**src/logic/lsa_pkg.sv**
```systemverilog
package lsa_pkg;
   // ============================================================
   // Widths
   localparam int DATA_W   = 32;
   localparam int OFFSET_W = 16;
   localparam int BYTE_W   = 8;
   localparam int LANES    = 4;
   localparam int LANE_W   = 2;
   localparam int INDEX_W  = 5;
   localparam logic [LANE_W-1:0] LANE_MAX = 2'h3;

   // ============================================================
   // Opcodes and sizes
   typedef enum logic [3:0] {
      LSA_LOAD_BYTE_SIGNED,
      LSA_LOAD_BYTE_ZERO_EXT,
      LSA_LOAD_HALF_SIGNED,
      LSA_LOAD_HALF_ZERO_EXT,
      LSA_LOAD_FULL_WORD,
      LSA_LOAD_PARTIAL_UPPER,
      LSA_LOAD_PARTIAL_LOWER,
      LSA_STORE_BYTE,
      LSA_STORE_HALF,
      LSA_STORE_FULL_WORD,
      LSA_STORE_PARTIAL_UPPER,
      LSA_STORE_PARTIAL_LOWER
   } lsa_op_e;

   // Ordinal equals byte count minus one
   typedef enum logic [1:0] {
      LSA_SZ_BYTE,
      LSA_SZ_HALF,
      LSA_SZ_TRI,
      LSA_SZ_WORD
   } lsa_size_e;

   // ============================================================
   // Shared decodes
   function automatic logic lsa_is_load(input lsa_op_e op);
      lsa_is_load = (op <= LSA_LOAD_PARTIAL_LOWER);
   endfunction : lsa_is_load

   function automatic logic lsa_is_upper(input lsa_op_e op);
      lsa_is_upper = (op == LSA_LOAD_PARTIAL_UPPER) || (op == LSA_STORE_PARTIAL_UPPER);
   endfunction : lsa_is_upper

   function automatic logic lsa_is_lower(input lsa_op_e op);
      lsa_is_lower = (op == LSA_LOAD_PARTIAL_LOWER) || (op == LSA_STORE_PARTIAL_LOWER);
   endfunction : lsa_is_lower
endpackage : lsa_pkg

```
**src/logic/lsa_lane_map.sv**
```systemverilog
`timescale 1ns/1ps
`default_nettype none
module lsa_lane_map (
   input  wire lsa_pkg::lsa_size_e             size,
   input  wire logic [lsa_pkg::LANE_W-1:0]     low_address_bits,
   input  wire logic                           big_endian,
   output logic [lsa_pkg::LANES-1:0]           byte_lane_enable,
   output logic [lsa_pkg::LANE_W-1:0]          lowest_lane
);
   // Top lane index, used by the big-endian lowest-lane sum
   localparam logic [1:0] LANE_MAX_C = lsa_pkg::LANE_MAX;

   // ============================================================
   // Legal pairs and little-endian mask
   wire        legal;
   wire [3:0]  count_mask;
   wire [3:0]  le_mask;
   wire [3:0]  be_mask;

   // Illegal pairs give no lanes at all
   assign legal = (size == lsa_pkg::LSA_SZ_BYTE)
               || (size == lsa_pkg::LSA_SZ_HALF && !low_address_bits[0])
               || (size == lsa_pkg::LSA_SZ_TRI  && !low_address_bits[1])
               || (size == lsa_pkg::LSA_SZ_WORD && low_address_bits == 2'h0);
   assign count_mask = 4'((5'h2 << size) - 5'h1);
   // Field starts at the addressed lane, LSB first
   assign le_mask = legal ? 4'(count_mask << low_address_bits) : 4'h0;

   // Big-endian is the mirror image
   genvar g;
   generate
      for (g = 0; g < lsa_pkg::LANES; g++)
      begin : g_mirror
         assign be_mask[g] = le_mask[lsa_pkg::LANES-1-g];
      end
   endgenerate

   assign byte_lane_enable = big_endian ? be_mask : le_mask;
   // Lane holding the field's least significant byte
   assign lowest_lane = big_endian ? 2'(LANE_MAX_C - low_address_bits - size)
                                   : low_address_bits;
endmodule : lsa_lane_map
`default_nettype wire

```
**src/logic/lsa_load_merge.sv**
```systemverilog
`timescale 1ns/1ps
`default_nettype none
module lsa_load_merge (
   input  wire lsa_pkg::lsa_op_e               op,
   input  wire lsa_pkg::lsa_size_e             size,
   input  wire logic [lsa_pkg::LANE_W-1:0]     lowest_lane,
   input  wire logic [lsa_pkg::DATA_W-1:0]     mem_word,
   input  wire logic [lsa_pkg::DATA_W-1:0]     merge_base,
   output logic [lsa_pkg::DATA_W-1:0]          result
);
   localparam int BW = lsa_pkg::BYTE_W;
   localparam logic [lsa_pkg::DATA_W-1:0] ONES = 32'hFFFFFFFF;

   // ============================================================
   // Field extraction and shift amounts
   wire [5:0]                  down_sh;
   wire [5:0]                  gap_sh;
   wire [5:0]                  cnt_sh;
   wire [lsa_pkg::DATA_W-1:0]  field;
   wire [lsa_pkg::DATA_W-1:0]  keep_low;
   wire [lsa_pkg::DATA_W-1:0]  low_mask;

   assign down_sh  = 6'(BW * lowest_lane);
   assign gap_sh   = 6'(BW * (3 - size));
   assign cnt_sh   = 6'(BW * (size + 1));
   assign field    = mem_word >> down_sh;
   assign keep_low = ONES >> cnt_sh;
   assign low_mask = ONES >> gap_sh;

   // ============================================================
   // Result by opcode
   always_comb
   begin
      case (op)
         lsa_pkg::LSA_LOAD_BYTE_SIGNED:   result = {{24{field[7]}}, field[7:0]};
         lsa_pkg::LSA_LOAD_HALF_SIGNED:   result = {{16{field[15]}}, field[15:0]};
         lsa_pkg::LSA_LOAD_BYTE_ZERO_EXT: result = {24'h000000, field[7:0]};
         lsa_pkg::LSA_LOAD_HALF_ZERO_EXT: result = {16'h0000, field[15:0]};
         // Field lands in the leftmost bytes, rest kept
         lsa_pkg::LSA_LOAD_PARTIAL_UPPER:
            result = (field << gap_sh) | (merge_base & keep_low);
         // Field lands in the rightmost bytes, rest kept
         lsa_pkg::LSA_LOAD_PARTIAL_LOWER:
            result = (field & low_mask) | (merge_base & ~low_mask);
         default:                         result = mem_word;
      endcase
   end
endmodule : lsa_load_merge
`default_nettype wire

```
**src/logic/lsa_align.sv**
```systemverilog
`timescale 1ns/1ps
`default_nettype none
module lsa_align (
   input  wire logic                           core_clk,
   input  wire logic                           rst_b,
   // Pipeline request
   input  wire logic                           req_valid,
   output logic                                req_ready,
   input  wire lsa_pkg::lsa_op_e               req_op,
   input  wire logic [lsa_pkg::DATA_W-1:0]     base_value,
   input  wire logic [lsa_pkg::OFFSET_W-1:0]   offset_imm,
   input  wire logic [lsa_pkg::DATA_W-1:0]     target_value,
   input  wire logic [lsa_pkg::INDEX_W-1:0]    target_register,
   // Mode
   input  wire logic                           kernel_big_endian,
   input  wire logic                           reverse_endian_user,
   input  wire logic                           user_mode,
   // Memory side
   output logic                                mem_read,
   output logic                                mem_write,
   output logic [lsa_pkg::DATA_W-1:0]          mem_addr,
   output logic [lsa_pkg::LANES-1:0]           byte_lane_enable,
   output logic [lsa_pkg::DATA_W-1:0]          mem_wdata,
   input  wire logic                           mem_rdata_valid,
   input  wire logic [lsa_pkg::DATA_W-1:0]     mem_rdata,
   // Results
   output logic                                address_error,
   output logic                                load_result_valid,
   output logic [lsa_pkg::DATA_W-1:0]          load_result,
   output logic [lsa_pkg::INDEX_W-1:0]         load_result_index
);
   localparam int BW = lsa_pkg::BYTE_W;

   // ============================================================
   // Address and ordering
   wire                          accept;
   wire [lsa_pkg::DATA_W-1:0]    eff_addr;
   wire [1:0]                    low_address_bits;
   wire                          big_endian;
   wire                          is_load;
   wire                          is_upper;
   wire                          is_lower;
   wire                          from_addr;
   wire                          misaligned;
   lsa_pkg::lsa_size_e           size;
   wire [1:0]                    field_lo;
   wire [3:0]                    next_lanes;
   wire [1:0]                    lowest_lane;
   wire [lsa_pkg::DATA_W-1:0]    store_field;
   wire [lsa_pkg::DATA_W-1:0]    next_wdata;
   wire                          fwd_hit;

   assign accept = req_valid && req_ready;
   // Base plus sign-extended offset
   assign eff_addr = base_value + {{(lsa_pkg::DATA_W-lsa_pkg::OFFSET_W){offset_imm[15]}},
                                   offset_imm};
   assign low_address_bits = eff_addr[1:0];
   // User accesses flip with the reverse bit, else kernel order
   assign big_endian = (user_mode && reverse_endian_user) ? !kernel_big_endian
                                                          : kernel_big_endian;
   assign is_load  = lsa_pkg::lsa_is_load(req_op);
   assign is_upper = lsa_pkg::lsa_is_upper(req_op);
   assign is_lower = lsa_pkg::lsa_is_lower(req_op);
   // Partial field runs from the addressed byte to the word end, or from the word start
   assign from_addr = (is_upper && big_endian) || (is_lower && !big_endian);

   // Size from opcode, and for partial ops from the low address bits
   always_comb
   begin
      case (req_op)
         lsa_pkg::LSA_LOAD_BYTE_SIGNED,
         lsa_pkg::LSA_LOAD_BYTE_ZERO_EXT,
         lsa_pkg::LSA_STORE_BYTE:          size = lsa_pkg::LSA_SZ_BYTE;
         lsa_pkg::LSA_LOAD_HALF_SIGNED,
         lsa_pkg::LSA_LOAD_HALF_ZERO_EXT,
         lsa_pkg::LSA_STORE_HALF:          size = lsa_pkg::LSA_SZ_HALF;
         lsa_pkg::LSA_LOAD_FULL_WORD,
         lsa_pkg::LSA_STORE_FULL_WORD:     size = lsa_pkg::LSA_SZ_WORD;
         default:
            size = from_addr ? lsa_pkg::lsa_size_e'(2'h3 - low_address_bits)
                             : lsa_pkg::lsa_size_e'(low_address_bits);
      endcase
   end

   // Presented address names the field's lowest byte
   assign field_lo = ((is_upper || is_lower) && !from_addr) ? 2'h0 : low_address_bits;

   // Misaligned half or full word is trapped, never issued
   // Partial ops also decode to a half size, but never trap
   assign misaligned = !is_upper && !is_lower
                    && ((size == lsa_pkg::LSA_SZ_HALF && low_address_bits[0])
                        || ((req_op == lsa_pkg::LSA_LOAD_FULL_WORD
                             || req_op == lsa_pkg::LSA_STORE_FULL_WORD)
                            && low_address_bits != 2'h0));

   lsa_lane_map u_lane_map (
      .size             (size),
      .low_address_bits (field_lo),
      .big_endian       (big_endian),
      .byte_lane_enable (next_lanes),
      .lowest_lane      (lowest_lane)
   );

   // ============================================================
   // Store data placement
   // Upper partial takes the source's top bytes
   assign store_field = is_upper ? (target_value >> 6'(BW * (3 - size))) : target_value;
   // Field LSB goes to its lowest lane
   assign next_wdata = store_field << 6'(BW * lowest_lane);

   // ============================================================
   // Request register
   // One load outstanding keeps results in order for forwarding
   logic                        pend_valid;
   lsa_pkg::lsa_op_e            pend_op;
   lsa_pkg::lsa_size_e          pend_size;
   logic [1:0]                  pend_lowest;
   logic [lsa_pkg::DATA_W-1:0]  pend_base;
   logic [lsa_pkg::INDEX_W-1:0] pend_index;
   logic                        pend_fwd;
   logic                        prev_load;
   logic [lsa_pkg::INDEX_W-1:0] prev_index;
   lsa_pkg::lsa_op_e            result_op;
   wire  [lsa_pkg::DATA_W-1:0]  merged;
   wire                         issue;

   assign req_ready = !pend_valid;
   assign issue     = accept && !misaligned;
   // Partial load right after a load of the same target forwards it
   assign fwd_hit   = (is_upper || is_lower) && prev_load && prev_index == target_register;

   // Memory strobes are one-cycle pulses
   always_ff @(posedge core_clk or negedge rst_b)
   begin
      if (!rst_b)
      begin
         mem_read         <= 1'b0;
         mem_write        <= 1'b0;
         address_error    <= 1'b0;
         mem_addr         <= '0;
         byte_lane_enable <= '0;
         mem_wdata        <= '0;
      end
      else
      begin
         mem_read      <= issue && is_load;
         mem_write     <= issue && !is_load;
         address_error <= accept && misaligned;
         if (issue)
         begin
            mem_addr         <= {eff_addr[lsa_pkg::DATA_W-1:2], field_lo};
            byte_lane_enable <= next_lanes;
            mem_wdata        <= is_load ? '0 : next_wdata;
         end
      end
   end

   // Pending load context
   always_ff @(posedge core_clk or negedge rst_b)
   begin
      if (!rst_b)
      begin
         pend_valid  <= 1'b0;
         pend_op     <= lsa_pkg::LSA_LOAD_FULL_WORD;
         pend_size   <= lsa_pkg::LSA_SZ_WORD;
         pend_lowest <= 2'h0;
         pend_base   <= '0;
         pend_index  <= '0;
         pend_fwd    <= 1'b0;
         prev_load   <= 1'b0;
         prev_index  <= '0;
      end
      else
      begin
         if (issue && is_load)
         begin
            pend_valid  <= 1'b1;
            pend_op     <= req_op;
            pend_size   <= size;
            pend_lowest <= lowest_lane;
            pend_base   <= target_value;
            pend_index  <= target_register;
            pend_fwd    <= fwd_hit;
         end
         else if (mem_rdata_valid)
            pend_valid <= 1'b0;
         if (accept)
         begin
            prev_load  <= issue && is_load;
            prev_index <= target_register;
         end
      end
   end

   // Last result is the pending value of the preceding load
   lsa_load_merge u_load_merge (
      .op          (pend_op),
      .size        (pend_size),
      .lowest_lane (pend_lowest),
      .mem_word    (mem_rdata),
      .merge_base  (pend_fwd ? load_result : pend_base),
      .result      (merged)
   );

   // Load result register
   always_ff @(posedge core_clk or negedge rst_b)
   begin
      if (!rst_b)
      begin
         load_result_valid <= 1'b0;
         load_result       <= '0;
         load_result_index <= '0;
         result_op         <= lsa_pkg::LSA_LOAD_FULL_WORD;
      end
      else
      begin
         load_result_valid <= pend_valid && mem_rdata_valid;
         if (pend_valid && mem_rdata_valid)
         begin
            load_result       <= merged;
            load_result_index <= pend_index;
            result_op         <= pend_op;
         end
      end
   end

   // ============================================================
   // Assertions
   property p_eff_addr;
      @(posedge core_clk) disable iff (!rst_b)
      issue |=> mem_addr[31:2] == $past(eff_addr[31:2]);
   endproperty
   a_eff_addr: assert property (p_eff_addr) else $error("word address mismatch");

   property p_legal_lanes;
      @(posedge core_clk) disable iff (!rst_b)
      (mem_read || mem_write) |-> byte_lane_enable != 4'h0
         && $countones(byte_lane_enable + (byte_lane_enable & -byte_lane_enable)) <= 1;
   endproperty
   a_legal_lanes: assert property (p_legal_lanes) else $error("illegal lanes");

   property p_word_store;
      @(posedge core_clk) disable iff (!rst_b)
      issue && req_op == lsa_pkg::LSA_STORE_FULL_WORD
         |=> mem_write && byte_lane_enable == 4'hF && mem_wdata == $past(target_value);
   endproperty
   a_word_store: assert property (p_word_store) else $error("word store wrong");

   property p_misalign;
      @(posedge core_clk) disable iff (!rst_b)
      accept && misaligned |=> address_error && !mem_read && !mem_write;
   endproperty
   a_misalign: assert property (p_misalign) else $error("misaligned access issued");

   property p_byte_le;
      @(posedge core_clk) disable iff (!rst_b)
      issue && req_op == lsa_pkg::LSA_STORE_BYTE && !big_endian
         |=> byte_lane_enable == 4'(4'h1 << $past(low_address_bits));
   endproperty
   a_byte_le: assert property (p_byte_le) else $error("little byte lane");

   property p_byte_be;
      @(posedge core_clk) disable iff (!rst_b)
      issue && req_op == lsa_pkg::LSA_STORE_BYTE && big_endian
         |=> byte_lane_enable == 4'(4'h8 >> $past(low_address_bits));
   endproperty
   a_byte_be: assert property (p_byte_be) else $error("big byte lane");

   property p_reverse;
      @(posedge core_clk) disable iff (!rst_b)
      issue && req_op == lsa_pkg::LSA_STORE_HALF && user_mode && reverse_endian_user
         && !kernel_big_endian && low_address_bits == 2'h0 |=> byte_lane_enable == 4'hC;
   endproperty
   a_reverse: assert property (p_reverse) else $error("reverse ordering ignored");

   property p_sign_ext;
      @(posedge core_clk) disable iff (!rst_b)
      load_result_valid && result_op == lsa_pkg::LSA_LOAD_BYTE_SIGNED
         |-> load_result[31:8] == {24{load_result[7]}};
   endproperty
   a_sign_ext: assert property (p_sign_ext) else $error("byte not sign-extended");

   property p_zero_ext;
      @(posedge core_clk) disable iff (!rst_b)
      load_result_valid && result_op == lsa_pkg::LSA_LOAD_HALF_ZERO_EXT
         |-> load_result[31:16] == 16'h0000;
   endproperty
   a_zero_ext: assert property (p_zero_ext) else $error("half not zero-extended");

   c_load:  cover property (@(posedge core_clk) disable iff (!rst_b) load_result_valid);
   c_store: cover property (@(posedge core_clk) disable iff (!rst_b) mem_write);
   c_error: cover property (@(posedge core_clk) disable iff (!rst_b) address_error);
   c_fwd:   cover property (@(posedge core_clk) disable iff (!rst_b) issue && fwd_hit);
endmodule : lsa_align
`default_nettype wire

```
**config.mk**
```make
export PLATFORM = sky130hd
export DESIGN_NAME = lsa_align
export DESIGN_NICKNAME = d
export VERILOG_FILES = /design/src/logic/lsa_pkg.sv /design/src/logic/lsa_lane_map.sv /design/src/logic/lsa_load_merge.sv /design/src/logic/lsa_align.sv
export SDC_FILE = /design/constraint.sdc
export NUM_CORES = 1
export LEC_CHECK = 0
export CAP_MARGIN = 30
export CORE_ASPECT_RATIO = 0.9
export CORE_UTILIZATION = 31
export DETAILED_ROUTE_END_ITERATION = 7
export DONT_BUFFER_PORTS = 1
export PLACE_DENSITY_LB_ADDON = 0.3
export SYNTH_ARGS = -nofsm -noshare
export SYNTH_HDL_FRONTEND = slang
export SYNTH_SLANG_ARGS = --single-unit
export TNS_END_PERCENT = 5
```
**constraint.sdc**
```tcl
create_clock -name core_clk -period 4.4 [get_ports core_clk]
set_clock_uncertainty 0.05 [all_clocks]
set_input_delay 0.88 -clock core_clk [delete_from_list [all_inputs] [get_ports core_clk]]
set_output_delay 0.88 -clock core_clk [all_outputs]
set_load 0.02 [all_outputs]
```
After elaboration in Yosys (flattened, before gate mapping)
Cells that the tools add are included.
{ "totals": {"in_bits": 128, "reg_bits": 162, "elab_cells": 121, "out_inout_bits": 110} }
{ "classes": {"bitwise": 6, "reduce_logical": 47, "shift": 8, "muxes": 13, "addsub": 8, "n_eq_ne": 20, "magnitude_cmp": 1} }
{ "op_table": {"columns": ["op", "n"], "rows": [
  ["$pmux 32 s6", 1],
  ["$and 32x32->32", 3],
  ["$mux 32", 3],
  ["$or 32x32->32", 2],
  ["$shr 32x6->32 const A", 2],
  ["$add 32x32->32", 1],
  ["$not 32->32", 1],
  ["$shl 32x5->32", 1],
  ["$shl 32x6->32", 1],
  ["$shr 32x5->32", 1],
  ["$shr 32x6->32", 1],
  ["$eq 4x3->1 const B", 6],
  ["$logic_and 1x1->1", 19],
  ["$eq 4x2->1 const B", 4],
  ["$eq 4x4->1 const B", 4],
  ["$logic_not 1->1", 10],
  ["$logic_or 1x1->1", 9],
  ["$eq 4x1->1 const B", 2],
  ["$logic_not 4->1", 2],
  ["$mux 4", 2],
  ["$mux 2", 3],
  ["$pmux 2 s3", 1],
  ["$reduce_or 3->1", 2],
  ["$sub 2x2->3 const A", 2],
  ["other kinds (14)", 20]
]} }

Longest topological paths before layout
{ "logic_depth": {"word_depth": 15, "depth_mapped": 17, "depth_no_buf": 15} }

Hierarchy
Synthesis repeated with hierarchy kept, for this count alone.
{ "hier_totals": {"hier_cells": 1300, "area_unflattened_um2": 11547.3} }
{ "modules_own_cells": {"columns": ["module", "cells_per_inst", "area_per_inst_um2", "instances"], "rows": [
  ["lsa_align", 926, 9110.0, 1],
  ["lsa_load_merge", 342, 2220.9, 1],
  ["lsa_lane_map", 32, 216.5, 1]
]} }

Worst setup path before layout
No wires, ideal clock.
{ "synth_timing": {"kind": "input port to flip-flop", "start": "in base_value[0] (netlist name)", "end": "reg mem_wdata[24] (netlist name)", "n_path_buf": 3, "setup_slack_ns": 0.183, "setup_ns": 0.139, "required_ns": 4.211, "cell_stages": 17, "arrival_time_ns": 4.028, "cell_sequence": "ha_1 -> buf_2 -> and3b_1 -> o22ai_1 -> o311ai_1 -> nor3_1 -> buf_2 -> nand2_1 -> inv_1 -> ha_1 -> a21o_1 -> o31a_1 -> clkbuf_1 -> a31oi_1 -> a21oi_1 -> o211ai_1 -> o2111ai_1"} }
{ "synth_via": {"elab_chain_len": 10} }
{ "synth_rtl": {"columns": ["element", "line", "source"], "rows": [
  ["start, declared", "lsa_align.sv:10", "input wire logic [lsa_pkg::DATA_W-1:0] base_value,"],
  ["$add 32x32->32 (*)", "lsa_align.sv:55", "assign eff_addr = base_value + {{(lsa_pkg::DATA_W-lsa_pkg::OFFSET_W){offset_imm[15]}},"],
  ["$sub 2x2->2", "lsa_align.sv:80", "size = from_addr ? lsa_pkg::lsa_size_e'(2'h3 - low_address_bits)"],
  ["$mux 2 (*)", "lsa_align.sv:80", null],
  ["$pmux 2 s3 (*)", "lsa_align.sv:70", "case (req_op)"],
  ["via size[0]", "lsa_align.sv:45", "lsa_pkg::lsa_size_e size;"],
  ["parallel branches: the longest is 6 deep, another holds $sub 2x2->3", null, null],
  ["end signal, assigned", "lsa_align.sv:153", "mem_wdata <= is_load ? '0 : next_wdata;"],
  ["end, declared", "lsa_align.sv:23", "output logic [lsa_pkg::DATA_W-1:0] mem_wdata,"]
]} }
Mark *: on every way through the listed nets, which the timed path passes.
A chain may end at the register's enable or synchronous reset.

Worst setup path after layout
{ "layout_timing": {"start": "in base_value[0] (netlist name)", "end": "reg mem_wdata[16] (netlist name)"} }
{ "layout_via": {"elab_chain_len": 10} }
{ "layout_rtl": {"columns": ["element", "line"], "rows": [
  ["$add 32x32->32 (*)", "lsa_align.sv:55"],
  ["parallel branches: the longest is 9 deep, another holds $sub 2x2->3", null]
]} }
Mark *: on every way between the ends.

==> flow_summary_export.csv <==
group,metric,value,unit
synth,yosys_warnings,0,
worst_setup_path,ff2ff_setup_slack,1.24,ns
sta,finalCritPeriodShare,89.9,%
synth,synth_top_cell_by_area,"dfrtp_1",
job,maxCapViolCount,0,
power_and_ir_drop,power_density,565,nW/um^2
cts,cts.sinks,162,
floorplanning,start_util,31.4,%
layout,nNetsFinal,1507,
placement,dp.cells,1810,
cts,cts_resized,0,
cts,htree_levels,4,
worst_setup_path,critical_path_class,"input pin to flip-flop",
synth,synth-seq-cells,162,
power_and_ir_drop,comb_power_share,36.6,%
power_and_ir_drop,leakage,0.00513,uW
cts,path_clk_slew,0.07,ns
placement,place_hpwl,30700,um
layout,drive_gt1_share,9.12,%
routing,drt_iter0_drc,1212,
layout,stdcell_area,12700,sq um
synth,ys_seq_area_share,34.8,%
synth,synth_cell_types,86,
worst_setup_path,worstRegToRegCells,7,
worst_setup_path,critPathMaxFanout,9,
synth,synth_ff_type,"dfrtp_1",
power_and_ir_drop,clock_power_share,21.0,%
synth,synth.avg_cell_area,8.41,sq um
global_routing,first_global_vias,10200,
global_routing,grt_remaining_overflow,0,
power_and_ir_drop,p_int,3830,uW
cts,cts_buffers,17,
routing,drtAntennaViolNets,0,
sta,rsz0062_at_grt,"no",
worst_setup_path,r2r-end,"load_result[25]$_DFFE_PN0P_",
floorplanning,fp.dieH,186,um
power_and_ir_drop,vdd_ir_drop_max,245,uV
worst_setup_path,startpoint_type,"input pin",
min_path,hold_class,"input pin to asynchronous set/reset pin",
routing,avgViaCountPerCell,5.80,
cts,cts_setup_buffers,0,
synth,syn-num-nets,1549,
synth,synth_most_common_cell,"nand2_1",
cts,cts_tree,"yes",
power_and_ir_drop,swShare,46.8,%
synth,synth.top_cell.area_share,34.1,%
routing,drc_errors,20,
routing,firstDrtPassIters,8,
status,status,"finished, violations left",
cts,hold_buffers,0,
cts,clk_latency,0.45,ns
power_and_ir_drop,p_sw,3370,uW
cts,cts_root_buf,"clkbuf_16",
status,failed_checks,"DRC",
global_routing,grt_max_degree,163,
synth,synth_edf_count,0,
synth,async_flop_share,100,%
placement,gp_congestion,0.901,
floorplanning,core_area,37100,sq um
synth,synth_area,11700,sq um
floorplanning,pin_count,238,
sta,final_max_slew_viol_count,0,
global_routing,antenna_found_initial,0,
sta,slew_headroom,32.5,%
synth,netlist_top_cells_count,"nand2_1, dfrtp_1, o21ai_0",
synth,ys_top_cells_by_area,"dfrtp_1, o21ai_0, nand2_1",
worst_setup_path,required,4.70,ns
routing,wirelength,42100,um
routing,wl_per_cell,22.8,um
placement,postPlaceCellArea,12200,sq um
sta,setup_tns,0,ns
synth,synthCells,1388,
sta,fmax,253,MHz
sta,setup_viol,0,
worst_setup_path,crit_path_end_kind,"flip-flop",
sta,finalHoldViolCount,0,
worst_setup_path,critical_path_arrival,4.25,ns
floorplanning,die_w,207,um
layout,final_util,34.3,%
cts,clk_path_buf_depth,2,
floorplanning,die_area,38400,sq um
placement,portBuffers,0,
sta,tightest_slew,1.01,ns
layout,stdcell_count,1845,
floorplanning,num_rows,67,
global_routing,grt_pass1_wl,63400,um
routing,vias,10700,
global_routing,grt_usage,21.8,%
power_and_ir_drop,p_seq_share,42.5,%
sta,min_period,3.95,ns
worst_setup_path,rr_startpoint,"pend_size[1]$_DFFE_PN1P_",
layout,syn_to_final_growth,9.15,%
==> per-stage QoR <==
stage,hold WS [ns],setup WS (ns),power [uW]
detailed placement,0.422,0.0177,5670
global route,0.0688,0.145,7690
global placement,0.408,0.154,5630
floorplan,0.396,0.183,4800
CTS,0.0686,0.482,7210
finish,0.0940,0.446,7200
==> how the worst max path moves through the flow <==
stage                   from                        end
2_1_floorplan  base_value[0]  mem_wdata[24]$_DFFE_PN0N_
3_3_place_gp   base_value[0]   mem_wdata[5]$_DFFE_PN0N_
3_5_place_dp   base_value[0]  mem_wdata[18]$_DFFE_PN0N_
4_1_cts        base_value[0]  mem_wdata[16]$_DFFE_PN0N_
5_1_grt        base_value[0]   mem_wdata[3]$_DFFE_PN0N_
6_report       base_value[0]  mem_wdata[16]$_DFFE_PN0N_
==> cells by family (layout without fill, tap and decap cells) <==
family	after synthesis	after routing	share of synthesized area [%]
AO/OA/AOI/OAI	478	478	26.3
XOR/XNOR	34	34	2.83
adder cells (fa/ha/maj)	33	33	3.60
buffers and inverters	122	93	4.73
flip-flops	162	162	34.8
multiplexers	109	109	9.96
other	0	3	0
AND/OR/NAND/NOR	450	450	17.9
==> state kept, by name (all words and copies together), names as in the netlist, 2 cells and up <==
| register | flops |
|---|---|
| byte_lane_enable | 4 |
| load_result | 32 |
| load_result_index | 5 |
| mem_addr | 32 |
| mem_wdata | 32 |
| pend_base | 32 |
| pend_index | 5 |
| pend_lowest | 2 |
| pend_op | 4 |
| pend_size | 2 |
| prev_index | 5 |
==> final cells by class <==
| class | instances | area, sq um |
|---|---|---|
| clock inverter | 14 | 129 |
| clock buffer | 18 | 439 |
| fill | 3819 | 24400 |
| multi-input combinational | 1104 | 7080 |
| inverter | 26 | 97.6 |
| timing repair buffer | 35 | 325 |
| antenna | 3 | 7.51 |
| tap | 483 | 604 |
| sequential | 162 | 4060 |
==> metal layers <==
metal / track usage, % / share of wire, % / vias up
li1: - / - / 5054
met1: 29.4 / 43 / 5129
met2: 32.3 / 44 / 472
met3: 8.51 / 12 / 46
met4: 5.74 / 1.7 / 0
met5: 0 / 0 / -
==> layout by cell type, fill, tap and decap left out, types with 21 or more instances in the layout <==
master,Yosys,layout
mux2i_1,52,52
inv_1,25,25
o22ai_1,21,21
nand3_1,27,27
dfrtp_1,159,159
o21ai_0,153,152
nor2_1,100,100
mux2_1,28,28
nand4_1,23,23
nand2_1,201,201
mux2_2,29,29
a21oi_1,96,96
ha_1,32,32
a211oi_1,22,22
buf_4,13,30
==> power groups by stage <==
stage | registers [uW] | clock network [uW] | logic, uW
4_1_cts | 3060 | 1540 | 2610
2_1_floorplan | 2750 | 0 | 2050
6_report | 3060 | 1510 | 2630
3_5_place_dp | 3080 | 0 | 2590
3_3_place_gp | 3070 | 0 | 2560
5_1_grt | 3130 | 1600 | 2950
==> worst max-delay path, cell delays in order <==
cell      delay (ns)
ha_1            0.21
fa_1            0.62
buf_4           0.21
nand2b_1        0.11
nor4_1          0.04
o31ai_1         0.40
nand3_1         0.33
a31oi_1         0.85
o22ai_1         0.31
o221ai_1        0.28
No activity file was read; power rests on OpenSTA's default activity.
